[src/inc/etd_pkg.sv]
/*
 * Constants for the EEPROM timebase divider and its lock.
 * Assumes a 32-bit APB slave on pclk with asynchronous active-low reset.
 */
// Overview of operation
// - Lock-disable zero freezes divisor registers, lock bit included, against all writes.
// - While locked, erase or program of both shadow bytes is rejected.
// - Lock-disable bit: 1 means lock off, 0 means lock active.
// - Stored divisor divides the selected reference clock into the timer timebase.
// - Divisor bits are readable at any time.
// - Divisor writes are taken only with latch enable clear and lock off.
// - Every reset copies divisor and lock bit from shadow into working registers.
// - Reset never alters the shadow bytes; it only reads them.
// - Shadow bytes program and erase like normal bytes while lock is off.
// - New shadow contents reach working registers only at the next reset.
// - Shadow lock programmed to zero makes the lock permanent after reset.
// - Divider reference is the oscillator clock or bus clock, by a select bit.
`default_nettype none
package etd_pkg;
    // Byte offsets of the register words
    localparam logic [7:0] ADDR_DIV_HIGH = 8'h00;
    localparam logic [7:0] ADDR_DIV_LOW = 8'h04;
    localparam logic [7:0] ADDR_SHD_HIGH = 8'h08;
    localparam logic [7:0] ADDR_SHD_LOW = 8'h0C;
    localparam logic [7:0] ADDR_CTRL = 8'h10;
    localparam logic [7:0] ADDR_STATUS = 8'h14;
    // Field positions
    localparam int LOCK_BIT = 7;
    localparam int CTRL_LATCH_BIT = 0;
    localparam int CTRL_CLKSEL_BIT = 1;
    localparam int CTRL_PROG_BIT = 2;
    localparam int CTRL_ERASE_BIT = 3;
    localparam int CTRL_SHD_SEL_BIT = 4;
    localparam int DIV_WIDTH = 11;
    // Erased shadow byte reads all ones
    localparam logic [7:0] SHADOW_ERASED = 8'hFF;
    localparam logic [31:0] CTRL_RESET = 32'h0000_0000;
    // Shadow byte select values
    localparam logic SHD_HIGH = 1'b1;
    localparam logic SHD_LOW = 1'b0;
endpackage
`default_nettype wire

[src/etd_top.sv]
/*
 * APB register bank for the EEPROM timebase divisor with security lock.
 * Assumes an APB master on pclk; oscillator and bus reference clocks
 * come in as pclk-synchronous enable pulses.
 */
// The APB register port and the register offsets are this design's own decisions.
`timescale 1ns/10ps
`default_nettype none
module etd_top
    import etd_pkg::*;
(
    // APB
    input wire logic pclk,
    input wire logic presetn,
    input wire logic psel,
    input wire logic penable,
    input wire logic pwrite,
    input wire logic [7:0] paddr,
    input wire logic [31:0] pwdata,
    output logic [31:0] prdata,
    output logic pready,
    output logic pslverr,
    // Reference clock enables
    input wire logic osc_clk_en,
    input wire logic bus_clk_en,
    // Timebase
    output logic timebase_tick,
    output logic [DIV_WIDTH-1:0] timebase_divisor,
    output logic divider_lock_disable
);
    // ==========================================================
    // Registers
    logic [2:0] divider_high_reg;
    logic [7:0] divider_low_reg;
    logic [31:0] ctrl;
    logic loaded;
    logic shd_reject;
    logic [7:0] shd_high_q;
    logic [7:0] shd_low_q;
    logic tick_raw;

    // ==========================================================
    // Decode
    wire logic access = psel && penable;
    wire logic wr = access && pwrite;
    wire logic hit_high = paddr == ADDR_DIV_HIGH;
    wire logic hit_low = paddr == ADDR_DIV_LOW;
    wire logic hit_shh = paddr == ADDR_SHD_HIGH;
    wire logic hit_shl = paddr == ADDR_SHD_LOW;
    wire logic hit_ctrl = paddr == ADDR_CTRL;
    wire logic hit_stat = paddr == ADDR_STATUS;
    wire logic mapped = hit_high || hit_low || hit_shh || hit_shl
        || hit_ctrl || hit_stat;
    wire logic latch_en = ctrl[CTRL_LATCH_BIT];
    wire logic unlocked = divider_lock_disable;
    // Working registers take writes only when latch clear and unlocked
    wire logic div_wr_ok = unlocked && !latch_en;
    wire logic shd_cmd = wr && hit_ctrl
        && (pwdata[CTRL_PROG_BIT] || pwdata[CTRL_ERASE_BIT]);
    wire logic shd_go = shd_cmd && unlocked;
    wire logic [7:0] high_view = {divider_lock_disable, 4'h0,
        divider_high_reg};
    wire logic [7:0] shd_data = pwdata[15:8];

    // ==========================================================
    // Shadow store and divider
    etd_shadow_mem u_shadow (
        .pclk(pclk),
        .wr_en(shd_go),
        .erase(pwdata[CTRL_ERASE_BIT]),
        .sel(pwdata[CTRL_SHD_SEL_BIT]),
        .wdata(shd_data),
        .high_q(shd_high_q),
        .low_q(shd_low_q)
    );

    etd_divider #(.WIDTH(DIV_WIDTH)) u_div (
        .pclk(pclk),
        .presetn(presetn),
        .clk_sel(ctrl[CTRL_CLKSEL_BIT]),
        .osc_en(osc_clk_en),
        .bus_en(bus_clk_en),
        .divisor(timebase_divisor),
        .tick(tick_raw)
    );

    // ==========================================================
    // Working registers, loaded from shadow once after reset release
    always_ff @(posedge pclk or negedge presetn) begin
        if (!presetn) begin
            loaded <= 1'b0;
            divider_lock_disable <= 1'b0;
            divider_high_reg <= '0;
            divider_low_reg <= '0;
        end else if (!loaded) begin
            loaded <= 1'b1;
            divider_lock_disable <= shd_high_q[LOCK_BIT];
            divider_high_reg <= shd_high_q[2:0];
            divider_low_reg <= shd_low_q;
        end else if (wr && div_wr_ok) begin
            if (hit_high) begin
                divider_lock_disable <= pwdata[LOCK_BIT];
                divider_high_reg <= pwdata[2:0];
            end
            if (hit_low) begin
                divider_low_reg <= pwdata[7:0];
            end
        end
    end

    // Control: program and erase bits are pulses, not stored
    always_ff @(posedge pclk or negedge presetn) begin
        if (!presetn) begin
            ctrl <= CTRL_RESET;
            shd_reject <= 1'b0;
        end else begin
            if (wr && hit_ctrl) begin
                ctrl <= {30'h0000_0000, pwdata[CTRL_CLKSEL_BIT],
                    pwdata[CTRL_LATCH_BIT]};
            end
            if (shd_cmd && !unlocked) begin
                shd_reject <= 1'b1;
            end else if (wr && hit_stat) begin
                shd_reject <= 1'b0;
            end
        end
    end

    // ==========================================================
    // APB answer: zero wait states, error on unmapped address
    always_ff @(posedge pclk or negedge presetn) begin
        if (!presetn) begin
            prdata <= '0;
            pready <= 1'b0;
            pslverr <= 1'b0;
            timebase_divisor <= '0;
            timebase_tick <= 1'b0;
        end else begin
            timebase_divisor <= {divider_high_reg, divider_low_reg};
            timebase_tick <= tick_raw;
            pready <= psel && !penable;
            pslverr <= psel && !penable && !mapped;
            prdata <= '0;
            if (psel && !penable && !pwrite) begin
                if (hit_high) begin
                    prdata <= {24'h00_0000, high_view};
                end else if (hit_low) begin
                    prdata <= {24'h00_0000, divider_low_reg};
                end else if (hit_shh) begin
                    prdata <= {24'h00_0000, shd_high_q};
                end else if (hit_shl) begin
                    prdata <= {24'h00_0000, shd_low_q};
                end else if (hit_ctrl) begin
                    prdata <= ctrl;
                end else if (hit_stat) begin
                    prdata <= {30'h0000_0000, shd_reject, loaded};
                end
            end
        end
    end

    // ==========================================================
    // Checks
    property p_frozen;
        @(posedge pclk) disable iff (!presetn)
        loaded && !divider_lock_disable |=> $stable(divider_high_reg)
            && $stable(divider_low_reg) && !divider_lock_disable;
    endproperty
    a_frozen: assert property (p_frozen)
        else $error("locked divisor changed");

    property p_latch;
        @(posedge pclk) disable iff (!presetn)
        loaded && latch_en |=> $stable(divider_low_reg);
    endproperty
    a_latch: assert property (p_latch)
        else $error("divisor written while latch set");

    property p_no_shadow;
        @(posedge pclk) disable iff (!presetn)
        shd_cmd && !unlocked |=> shd_reject
            ##1 ($stable(shd_high_q) && $stable(shd_low_q));
    endproperty
    a_no_shadow: assert property (p_no_shadow)
        else $error("shadow changed while locked");

    property p_load;
        @(posedge pclk) disable iff (!presetn)
        !loaded |=> loaded && divider_low_reg == $past(shd_low_q)
            && divider_lock_disable == $past(shd_high_q[LOCK_BIT]);
    endproperty
    a_load: assert property (p_load)
        else $error("reset load from shadow wrong");

    property p_once;
        @(posedge pclk) disable iff (!presetn)
        loaded && !wr |=> loaded && $stable(divider_high_reg)
            && $stable(divider_low_reg) && $stable(divider_lock_disable);
    endproperty
    a_once: assert property (p_once)
        else $error("shadow reload without reset");

    property p_read;
        @(posedge pclk) disable iff (!presetn)
        loaded && psel && !penable && !pwrite && hit_low
            ##1 penable |-> prdata[7:0] == $past(divider_low_reg);
    endproperty
    a_read: assert property (p_read)
        else $error("divisor read wrong");

    property p_mirror;
        @(posedge pclk) disable iff (!presetn)
        ##1 timebase_divisor == $past({divider_high_reg, divider_low_reg});
    endproperty
    a_mirror: assert property (p_mirror)
        else $error("divisor output stale");

    property p_tick;
        @(posedge pclk) disable iff (!presetn)
        tick_raw |=> timebase_tick ##1 (!timebase_tick
            || timebase_divisor <= 11'h001);
    endproperty
    a_tick: assert property (p_tick)
        else $error("timebase tick mismatch");

    property p_ready;
        @(posedge pclk) disable iff (!presetn)
        psel && !penable |=> pready;
    endproperty
    a_ready: assert property (p_ready)
        else $error("apb no answer");

    property p_latch_high;
        @(posedge pclk) disable iff (!presetn)
        loaded && latch_en |=> $stable(divider_high_reg)
            && $stable(divider_lock_disable);
    endproperty
    a_latch_high: assert property (p_latch_high)
        else $error("high divisor written while latch set");

    property p_write_low;
        @(posedge pclk) disable iff (!presetn)
        loaded && wr && hit_low && div_wr_ok
            |=> divider_low_reg == $past(pwdata[7:0]);
    endproperty
    a_write_low: assert property (p_write_low)
        else $error("accepted low divisor write lost");

    property p_write_high;
        @(posedge pclk) disable iff (!presetn)
        loaded && wr && hit_high && div_wr_ok
            |=> divider_high_reg == $past(pwdata[2:0])
            && divider_lock_disable == $past(pwdata[LOCK_BIT]);
    endproperty
    a_write_high: assert property (p_write_high)
        else $error("accepted high divisor write lost");

    property p_locked_high;
        @(posedge pclk) disable iff (!presetn)
        loaded && wr && hit_high && !unlocked
            |=> !divider_lock_disable && $stable(divider_high_reg);
    endproperty
    a_locked_high: assert property (p_locked_high)
        else $error("locked high register took a write");

    // Shadow readback lags a program by two edges
    property p_erase_low;
        @(posedge pclk) disable iff (!presetn)
        shd_go && pwdata[CTRL_SHD_SEL_BIT] == SHD_LOW
            && pwdata[CTRL_ERASE_BIT] |=> ##1 shd_low_q == SHADOW_ERASED;
    endproperty
    a_erase_low: assert property (p_erase_low)
        else $error("low shadow erase failed");

    property p_prog_low;
        @(posedge pclk) disable iff (!presetn)
        shd_go && pwdata[CTRL_SHD_SEL_BIT] == SHD_LOW
            && !pwdata[CTRL_ERASE_BIT] |=> ##1
            shd_low_q == ($past(shd_low_q, 2) & $past(shd_data, 2));
    endproperty
    a_prog_low: assert property (p_prog_low)
        else $error("low shadow program failed");

    property p_prog_high;
        @(posedge pclk) disable iff (!presetn)
        shd_go && pwdata[CTRL_SHD_SEL_BIT] == SHD_HIGH
            && !pwdata[CTRL_ERASE_BIT] |=> ##1
            shd_high_q == ($past(shd_high_q, 2) & $past(shd_data, 2));
    endproperty
    a_prog_high: assert property (p_prog_high)
        else $error("high shadow program failed");

    property p_reject_clear;
        @(posedge pclk) disable iff (!presetn)
        wr && hit_stat
            |=> !shd_reject;
    endproperty
    a_reject_clear: assert property (p_reject_clear)
        else $error("reject flag not cleared");

    property p_reject_hold;
        @(posedge pclk) disable iff (!presetn)
        shd_reject && !(wr && hit_stat)
            |=> shd_reject;
    endproperty
    a_reject_hold: assert property (p_reject_hold)
        else $error("reject flag lost");

    property p_osc_idle;
        @(posedge pclk) disable iff (!presetn)
        !ctrl[CTRL_CLKSEL_BIT] && !osc_clk_en
            |=> !tick_raw;
    endproperty
    a_osc_idle: assert property (p_osc_idle)
        else $error("tick without oscillator enable");

    property p_bus_idle;
        @(posedge pclk) disable iff (!presetn)
        ctrl[CTRL_CLKSEL_BIT] && !bus_clk_en
            |=> !tick_raw;
    endproperty
    a_bus_idle: assert property (p_bus_idle)
        else $error("tick without bus clock enable");

    property p_zero_div;
        @(posedge pclk) disable iff (!presetn)
        timebase_divisor == '0
            |=> !tick_raw;
    endproperty
    a_zero_div: assert property (p_zero_div)
        else $error("tick with zero divisor");

    property p_restart;
        @(posedge pclk) disable iff (!presetn)
        tick_raw && timebase_divisor > 11'h001
            |=> !tick_raw;
    endproperty
    a_restart: assert property (p_restart)
        else $error("divider count not restarted");

    property p_lock_load;
        @(posedge pclk) disable iff (!presetn)
        !loaded && !shd_high_q[LOCK_BIT]
            |=> !divider_lock_disable;
    endproperty
    a_lock_load: assert property (p_lock_load)
        else $error("armed lock not loaded");

    property p_read_high;
        @(posedge pclk) disable iff (!presetn)
        loaded && psel && !penable && !pwrite && hit_high
            ##1 penable |-> prdata[7:0] == $past(high_view);
    endproperty
    a_read_high: assert property (p_read_high)
        else $error("high divisor read wrong");
endmodule
`default_nettype wire

[src/etd_shadow_mem.sv]
/*
 * Two non-volatile shadow bytes. Contents survive presetn: no reset
 * branch, since reset only reads them. Read data come from a register.
 */
`timescale 1ns/10ps
`default_nettype none
module etd_shadow_mem
    import etd_pkg::*;
(
    // Clock
    input wire logic pclk,
    // Program and erase port
    input wire logic wr_en,
    input wire logic erase,
    input wire logic sel,
    input wire logic [7:0] wdata,
    // Read data
    output logic [7:0] high_q,
    output logic [7:0] low_q
);
    logic [7:0] mem_high = SHADOW_ERASED;
    logic [7:0] mem_low = SHADOW_ERASED;
    // Program clears bits only, erase sets the byte to all ones
    wire logic [7:0] old_byte = (sel == SHD_HIGH) ? mem_high : mem_low;
    wire logic [7:0] new_byte = erase ? SHADOW_ERASED : (old_byte & wdata);

    always_ff @(posedge pclk) begin
        if (wr_en && sel == SHD_HIGH) begin
            mem_high <= new_byte;
        end
        if (wr_en && sel == SHD_LOW) begin
            mem_low <= new_byte;
        end
        high_q <= mem_high;
        low_q <= mem_low;
    end
endmodule
`default_nettype wire

[src/etd_divider.sv]
/*
 * Timebase divider: counts selected reference enables, one tick per
 * divisor counts. Assumes reference clocks arrive as pclk-synchronous
 * enables.
 */
`timescale 1ns/10ps
`default_nettype none
module etd_divider
    import etd_pkg::*;
#(
    parameter int WIDTH = DIV_WIDTH
)
(
    // Clock and reset
    input wire logic pclk,
    input wire logic presetn,
    // Control
    input wire logic clk_sel,
    input wire logic osc_en,
    input wire logic bus_en,
    input wire logic [WIDTH-1:0] divisor,
    // Output
    output logic tick
);
    logic [WIDTH-1:0] count;
    // Selected reference enable
    wire logic ref_en = clk_sel ? bus_en : osc_en;
    wire logic at_end = (count + WIDTH'(1)) >= divisor;

    always_ff @(posedge pclk or negedge presetn) begin
        if (!presetn) begin
            count <= '0;
            tick <= 1'b0;
        end else begin
            tick <= ref_en && at_end && divisor != '0;
            if (ref_en) begin
                count <= at_end ? '0 : count + WIDTH'(1);
            end
        end
    end
endmodule
`default_nettype wire

[config.mk]
export PLATFORM = sky130hd
export DESIGN_NAME = etd_top
export DESIGN_NICKNAME = d
export VERILOG_FILES = /design/src/inc/etd_pkg.sv /design/src/etd_top.sv /design/src/etd_shadow_mem.sv /design/src/etd_divider.sv
export SDC_FILE = /design/constraint.sdc
export NUM_CORES = 1
export LEC_CHECK = 0
export BUFFER_PORTS_ARGS = -buffer_cell sky130_fd_sc_hd__buf_2
export CAP_MARGIN = 30
export CORE_MARGIN = 4
export CORE_UTILIZATION = 42
export CTS_CLUSTER_DIAMETER = 60
export CTS_CLUSTER_SIZE = 8
export DETAILED_ROUTE_END_ITERATION = 8
export PLACE_DENSITY = 0.62
export REMOVE_ABC_BUFFERS = 1
export SYNTH_ARGS = -nofsm -noshare
export SYNTH_HDL_FRONTEND = slang
export SYNTH_SLANG_ARGS = --single-unit
[constraint.sdc]
create_clock -name pclk -period 7.55 [get_ports pclk]
set_input_delay 1.1325 -clock pclk [delete_from_list [all_inputs] [get_ports pclk]]
set_output_delay 1.1325 -clock pclk [all_outputs]
set_load 0.005 [all_outputs]
== Yosys cells after proc, flatten, opt, wreduce, memory -nomap -nowiden ==
Cells that the tools add are included.

* Equality and inequality tests: 8
* $lt $le $gt $ge: 1
* Multiplexer cells: 22
* Reduce and logical (&&, ||, !) cells: 32
* Add/subtract/negate cells: 1
* Bitwise logic cells: 2

{| class="wikitable"
|+ Operators by type and width
! cell !! number
|-
| $mux 8 || 10
|-
| $eq 8x4->1 const B || 2
|-
| $eq 8x5->1 const B || 2
|-
| $logic_and 1x1->1 || 16
|-
| $add 11x1->11 const B || 1
|-
| $ge 11x11->1 || 1
|-
| $mux 11 || 1
|-
| $reduce_bool 11->1 || 1
|-
| $mux 3 || 3
|-
| $and 8x8->8 || 1
|-
| $eq 8x3->1 const B || 1
|-
| $logic_not 8->1 || 1
|-
| $logic_or 1x1->1 || 6
|-
| $mux 1 || 6
|-
| $ne 2x1->1 const B || 3
|-
| $logic_not 1->1 || 5
|-
| $mux 2 || 2
|-
| $reduce_and 2->1 || 2
|-
| $reduce_bool 2->1 || 1
|-
| $not 1->1 || 1
|}

* Bits of input ports: 47
* Flip-flop bits (word level): 106
* Logic and storage cells: 83
* Output and inout bits: 47

== Longest topological paths before layout ==
Gate-level depths: netlist of the first run.

* Depth after elaboration: 8
* Mapped depth: 13
* Depth with buffers taken out: 11

== By module ==
From an unflattened synthesis of the first run, not the netlist that was laid out.

* Cells, all modules: 367
* Area, all modules: 3,948.8 µm²

{| class="wikitable"
|+ By module, submodules not included
! module !! area an instance (µm²) !! seq. area each (µm²) !! cells each !! instances
|-
| etd_top || 1,925.6 || 950.9 || 191 || 1
|-
| etd_shadow_mem || 1,012.2 || 800.8 || 52 || 1
|-
| etd_divider || 1,011.0 || 300.3 || 124 || 1
|}

== Worst setup path after synthesis of the first run ==
No wires, ideal clock.

* Path kind: input-to-reg
* From: input paddr[5]
* To: register u_shadow.mem_high[0], enable pin
* Buffers on the path: 0
* Data arrival time: 2.757 ns
* Required time: 7.217 ns
* Slack: 4.460 ns
* Stages: 5
* Setup time: 0.333 ns
* Path through: or4_4 > or2_4 > nor4b_2 > and2_2 > and4b_1

* Word-level cells in the longest chain between the ends: 5

{| class="wikitable"
|+ Ends and longest elaborated chain
! element !! RTL line !! RTL
|-
| start, declared || etd_top.sv:18 || <nowiki>input wire logic [7:0] paddr,</nowiki>
|-
| $eq 8x5->1 || etd_top.sv:50 || <nowiki>wire logic hit_ctrl = paddr == ADDR_CTRL;</nowiki>
|-
| $logic_and 1x1->1 || etd_top.sv:58 || <nowiki>wire logic shd_cmd = wr && hit_ctrl</nowiki>
|-
| $logic_and 1x1->1 || etd_top.sv:59 || <nowiki>&& (pwdata[CTRL_PROG_BIT] || pwdata[CTRL_ERASE_BIT]);</nowiki>
|-
| $logic_and 1x1->1 || etd_top.sv:60 || <nowiki>wire logic shd_go = shd_cmd && unlocked;</nowiki>
|-
| $logic_and 1x1->1 || etd_shadow_mem.sv:28 || <nowiki>if (wr_en && sel == SHD_HIGH) begin</nowiki>
|-
| end signal, assigned || etd_shadow_mem.sv:29 || <nowiki>mem_high <= new_byte;</nowiki>
|-
| end, declared || etd_shadow_mem.sv:21 || <nowiki>logic [7:0] mem_high = SHADOW_ERASED;</nowiki>
|}

Every way passes these cells.
A chain may end at the register's enable or synchronous reset.

== Worst setup path after layout of the first run ==
* From: register u_div.count[0]
* To: register u_div.count[2]

* Word-level cells in the longest chain between the ends: 3

{| class="wikitable"
|+ Ends and longest elaborated chain
! element !! RTL line !! RTL
|-
| start, declared || etd_divider.sv:25 || <nowiki>logic [WIDTH-1:0] count;</nowiki>
|-
| start signal, assigned || etd_divider.sv:37 || <nowiki>count <= at_end ? '0 : count + WIDTH'(1);</nowiki>
|-
| $add 11x1->11 * || etd_divider.sv:28, etd_divider.sv:37 ||
|-
| $ge 11x11->1 || etd_divider.sv:28 || <nowiki>wire logic at_end = (count + WIDTH'(1)) >= divisor;</nowiki>
|-
| $mux 11 * || etd_divider.sv:37 ||
|}

Every way passes the cells marked *; elsewhere a longest branch is shown, timed or not.

==> flow_summary.json, run 1 <==
{
  "cts_tree": "done",
  "hold_buffers": 0,
  "io_buffers": 53,
  "synth_common_cells": "50 x dfrtp_1, 28 x nor2_1, 24 x buf_4",
  "cap_violations": 0,
  "slew_headroom": 0.451,
  "grt_first_pass_wirelength_um": 12700,
  "via_count": 2639,
  "drt-total-wl_um": 7650,
  "synth_compound_area_frac": 0.118,
  "fillers": 844,
  "hpwlAfterDp_um": 5620,
  "htree_levels": 3,
  "synth_seq_cells": 82,
  "netlist_instances": 349,
  "post_cts_buffers": 0,
  "crit_fanout": 11,
  "power_mw": 0.999,
  "ys_warn_count": 0,
  "area_growth_pct": 11.5,
  "ir_drop_v": 0.000129,
  "clk_latency_ps": 330,
  "skew_ps": 8.52,
  "start_kind": "flip-flop",
  "cp-end-kind": "flip-flop",
  "biggestRegsByFlops": "timebase_divisor: 11 flops, u_div.count: 11 flops",
  "rows": 34,
  "cts_buffers": 9,
  "via_per_inst": 5.14,
  "grt_max_degree": 51,
  "yosysMostFrequentCell": "dfrtp_1",
  "p_leak_nw": 2.01,
  "r2r-start": "u_div.count[0]",
  "p_per_area_nw_per_um2": 233,
  "grt_usage": 0.146,
  "synth_top_flop_cell": "dfrtp_1",
  "synth_top_area_frac": 0.326,
  "drt-initial-drc-count": 128,
  "core_um2": 8810,
  "netlist_area_um2": 3840,
  "fin_crit_sh": 0.471,
  "synthSimpleGateAreaFrac": 0.123,
  "cts_resized": 0,
  "synth_cell_type_count": 53,
  "clk_pin_slew_worst_paths_ps": 80,
  "synth_edf_count": 16,
  "fin_nets": 459,
  "critPathLaunch": "u_div.count[0]",
  "max_freq_mhz": 281,
  "diodes": 0,
  "period_needed_ps": 3550,
  "drc": 0,
  "hold_path.startpoint": "u_div.tick",
  "firstDrtPassIters": 4,
  "drive_gt1_frac": 0.235,
  "synth_top_family_by_area": "simple AND/OR/NAND/NOR gates",
  "fin_tns_setup_ps": 0,
  "io_pins": 94,
  "grt_pass1_vias": 2653,
  "initial_core_util": 0.436,
  "synth_xor_area_frac": 0.0205,
  "synthAdderAreaFrac": 0.0391,
  "status": "finished, final reports clean",
  "cp_data_arrival_time_ps": 3780,
  "place.gp.congestion": 0.897,
  "tightest_slew_ps": 818,
  "rsz0062_at_grt": "false",
  "gr-total-overflow": 0,
  "slew_violations": 0,
  "dieArea_um2": 10700,
  "fp.dieH_um": 104,
  "clockBufferDepth": 2,
  "required_ps": 7770,
  "root_buffer": "clkbuf_8",
  "drtAntennaViolNets": 0,
  "cts_sinks": 82,
  "synth_mux_area_frac": 0.0857,
  "yosysTopAreaCell": "dfrtp_1",
  "synth-seq-area-share": 0.535,
  "grt_antenna_before_repair": 0,
  "path_class": "flip-flop to flip-flop",
  "die_w_um": 104,
  "netlist_top_cells_area": "dfrtp_1 33%, edfxtp_1 13%, dfxtp_1 8.3%, buf_4 4.7%, mux2_2 4.4%",
  "wl_per_cell_um": 14.9,
  "setup_viol": 0,
  "synthArstFlopShare": 0.610,
  "synth_area_per_cell_um2": 11.0,
  "finalHoldViolations": 0,
  "hold_class": "flip-flop to flip-flop"
}
path summary, 6_finish.rpt:
kind	depth (start not counted)	endpoint	slack, ps
min	0	timebase_tick	360
max	8	u_div.count[2]	4000
max reg2reg	8	u_div.count[2]	4000
min in group asynchronous	2	u_div.count[9]	890
min reg2reg	0	timebase_tick	360
max in group asynchronous	2	divider_low_reg[2]	6220
metal layers:
layer	track usage	part of all wire
met5	0	0
met3	0.0330	0.046
met1	0.171	0.43
met4	0.0551	0.021
met2	0.259	0.51
power breakdown:
group | leakage [nW] | internal (mW) | switching, mW
registers | 0.885 | 0.481 | 0.0443
clock network | 0.0881 | 0.124 | 0.158
logic | 1.04 | 0.0845 | 0.107
per-stage QoR:
stage | hold slack, ps | cell area, µm² | instances | util | setup WS (ps)
2_1_floorplan | 331 | 3690 | 334 | - | 4460
3_3_place_gp | 333 | 4110 | 497 | 0.466 | 4070
3_5_place_dp | 341 | 4110 | 497 | 0.466 | 3990
4_1_cts | 360 | 4280 | 513 | 0.486 | 3980
5_1_grt | 363 | 4280 | 513 | 0.486 | 3650
6_report | 356 | 4280 | 513 | 0.486 | 4000
area by class of cell:
cell class,count,area (µm²),area share
sequential,82,2050,0.479
inverter,17,63.8,0.0149
multi-input combinational,235,1580,0.368
timing repair buffer,55,280,0.0655
clock inverter,6,47.5,0.0111
clock buffer,10,128,0.0298
tap,108,135,0.0316
worst max-delay path, cell delays in order, from the launching register on:
cell and delay, ps:
dfrtp_1 420, ha_1 290, nand2_1 110, nor4_1 660, xor2_1 150, ha_1 330, a21oi_1 570, o21ai_1 500
o41ai_1 420
cell families after synthesis:
group | Yosys count
xor gates and xnor gates | 9
and+or+nand+nor | 92
AOI/OAI and AO/OA | 66
buffers and inverters | 55
DFF | 82
other | 2
adders and majority gates | 12
muxes | 31
cells in the final DEF (no fill, tap or decap), types with 2 or more instances in the layout:
cell / instances
nand3_1: 9
edfxtp_1: 16
ha_1: 12
nor4_1: 4
mux2_2: 15
buf_4: 2
nand2_1: 20
mux2i_1: 16
xor2_1: 2
dfrtp_1: 50
buf_2: 53
nand2b_1: 5
nor2b_1: 2
a21o_1: 8
inv_1: 17
dfxtp_1: 16
o211a_1: 2
a2111oi_2: 2
nor3_1: 8
clkbuf_8: 9
a21oi_1: 21
nor2_1: 28
a22oi_1: 4
o21ai_0: 7
or2_2: 2
o41ai_1: 2
xnor2_1: 7
inv_6: 4
conb_1: 25
nor3b_1: 2
o211ai_1: 9
o221ai_1: 2
Power figures use the tool's default switching activity.
==> inputs of run 2 (changes only) <==
clock period = 3.65 ns   (was 7.55 ns; I/O delays follow)
==> run 2 against run 1 <==
Clock skew up 0.54 ps. First-iteration DRC count up 17%. Setup slack worse by 3300 ps. Critical path type unchanged. Sequential cell count unchanged. Die area unchanged. Critical path depth up 2. Largest cell class unchanged. Register-to-register slack worse by 3300 ps. Combinational power up 120%. Utilization up 0.95 points. Routed wire length up 1.0%. Global-route usage up 0.38 points.
==> flow_summary.json, run 2 (synthesized netlist as in run 1, its figures left out) <==
{
  "grt_pass1_vias": 2676,
  "cts_resized": 0,
  "power_frac_comb": 0.187,
  "period_needed_ps": 2960,
  "cp-end-kind": "flip-flop",
  "setup_slack_ps": 694,
  "fin_tns_setup_ps": 0,
  "final_util": 0.496,
  "finalHoldViolations": 0,
  "ir_drop_v": 0.000296,
  "p_per_area_nw_per_um2": 516,
  "via_per_inst": 5.12,
  "final_common_cell": "buf_2",
  "timing.hold.ws_ps": 190,
  "switchingPower_mw": 0.667,
  "cts_buffers": 9,
  "drtAntennaViolNets": 0,
  "cts_sinks": 82,
  "cts_tree": "done",
  "area_growth_pct": 13.7,
  "fin_nets": 463,
  "via_count": 2646,
  "rows": 34,
  "grt_usage": 0.149,
  "firstDrtPassIters": 4,
  "cp_cell_sequence": "ha_1 > nand2_1 > nor4_1 > xor2_1 > ha_1 > a21oi_1 > buf_4 > o21ai_1 > buf_4 > o31ai_1",
  "max_freq_mhz": 338,
  "initial_core_util": 0.436,
  "slew_violations": 0,
  "ff_latch_area_um2": 2050,
  "drc": 0,
  "final_cell_mix": "53 x buf_2, 50 x dfrtp_1, 28 x nor2_1, 25 x conb_1, 21 x a21oi_1",
  "clk_latency_ps": 350,
  "post_cts_buffers": 0,
  "pwr-share-clk": 0.331,
  "fillers": 803,
  "core_um2": 8810,
  "setup_viol": 0,
  "drt-initial-drc-count": 150,
  "diodes": 0,
  "cap_violations": 0,
  "biggestRegsByFlops": "timebase_divisor: 11 flops, u_div.count: 11 flops",
  "tightest_slew_ps": 815,
  "io_pins": 94,
  "place.gp.congestion": 0.873,
  "path_class": "flip-flop to flip-flop",
  "hold_buffers": 0,
  "cp_slowest_cell": "nor4_1",
  "io_buffers": 53,
  "grt_first_pass_wirelength_um": 12900,
  "status": "finished, final reports clean",
  "root_buffer": "clkbuf_8",
  "drt-total-wl_um": 7730,
  "required_ps": 3910,
  "cp_data_arrival_time_ps": 3210,
  "switching_share": 0.296,
  "htree_levels": 3,
  "clockBufferDepth": 2,
  "dieArea_um2": 10700,
  "gr-total-overflow": 0,
  "p_seq_frac": 0.482,
  "power_mw": 2.25,
  "wl_per_cell_um": 14.9,
  "start_kind": "flip-flop",
  "grt_antenna_before_repair": 0,
  "crit_fanout": 10,
  "fp.dieH_um": 104,
  "hold_class": "input pin to asynchronous set/reset pin",
  "multiInputGateArea_um2": 1580,
  "die_w_um": 104,
  "clk_pin_slew_worst_paths_ps": 90,
  "fin_crit_sh": 0.810,
  "hpwlAfterDp_um": 5690,
  "dp_slack_ps": 761,
  "rsz0062_at_grt": "false",
  "slew_headroom": 0.457,
  "grt_max_degree": 27,
  "p_leak_nw": 2.06,
  "max_stage_delay_ps": 670,
  "skew_ps": 9.06,
  "p_int_mw": 1.59,
  "drive_gt1_frac": 0.244
}
## run 2: final cells by class
cell class              instances  area share
flip-flops and latches         82       0.470
repair buffers                 59      0.0711
clock buffers                   9      0.0284
well taps                     108      0.0310
inverters                      17      0.0146
multi-input cells             235       0.361
clock inverters                 7      0.0241
## run 2: power groups by stage
stage | combinational [mW] | clock [mW] | sequential [mW]
after floorplan | 0.276 | 0 | 1.08
after global placement | 0.402 | 0 | 1.10
after detailed placement | 0.419 | 0 | 1.10
after CTS | 0.421 | 0.774 | 1.08
after global routing | 0.485 | 0.811 | 1.10
final | 0.421 | 0.746 | 1.09
## run 2: worst max-delay path, delay by kind of cell, from the launching register on
family | cells | cell delay (ps)
flip-flops | 1 | 440
AO/OA/AOI/OAI | 3 | 460
AND/OR/NAND/NOR | 2 | 800
buffers and inverters | 2 | 380
adder cells (fa/ha/maj) | 2 | 640
XOR/XNOR | 1 | 140
## run 2: worst paths after layout
| kind | slack (ps) | startpoint | depth (start not counted) | end |
|---|---|---|---|---|
| setup / recovery | 690 | u_div.count[0] | 10 | u_div.count[7] |
| hold / removal | 190 | presetn | 1 | timebase_tick |
| setup reg to reg | 690 | u_div.count[0] | 10 | u_div.count[7] |
| hold reg to reg | 360 | u_div.tick | 0 | timebase_tick |
| max in group asynchronous | 2710 | presetn | 2 | divider_high_reg[2] |
| min in group pclk | 360 | u_div.tick | 0 | timebase_tick |
## run 2: layer usage
metal  vias up  GRT usage  share of wire
met5         -          0              0
met4         0     0.0532          0.012
met3        11     0.0392          0.051
met2        76      0.260           0.50
met1      1260      0.178           0.43
li1       1299          -              -
## run 2: stage by stage
stage | cells | cell area (µm²)
after floorplan | 334 | 3690
after global placement | 501 | 4140
after detailed placement | 501 | 4140
after CTS | 517 | 4370
after global routing | 517 | 4370
final | 517 | 4370
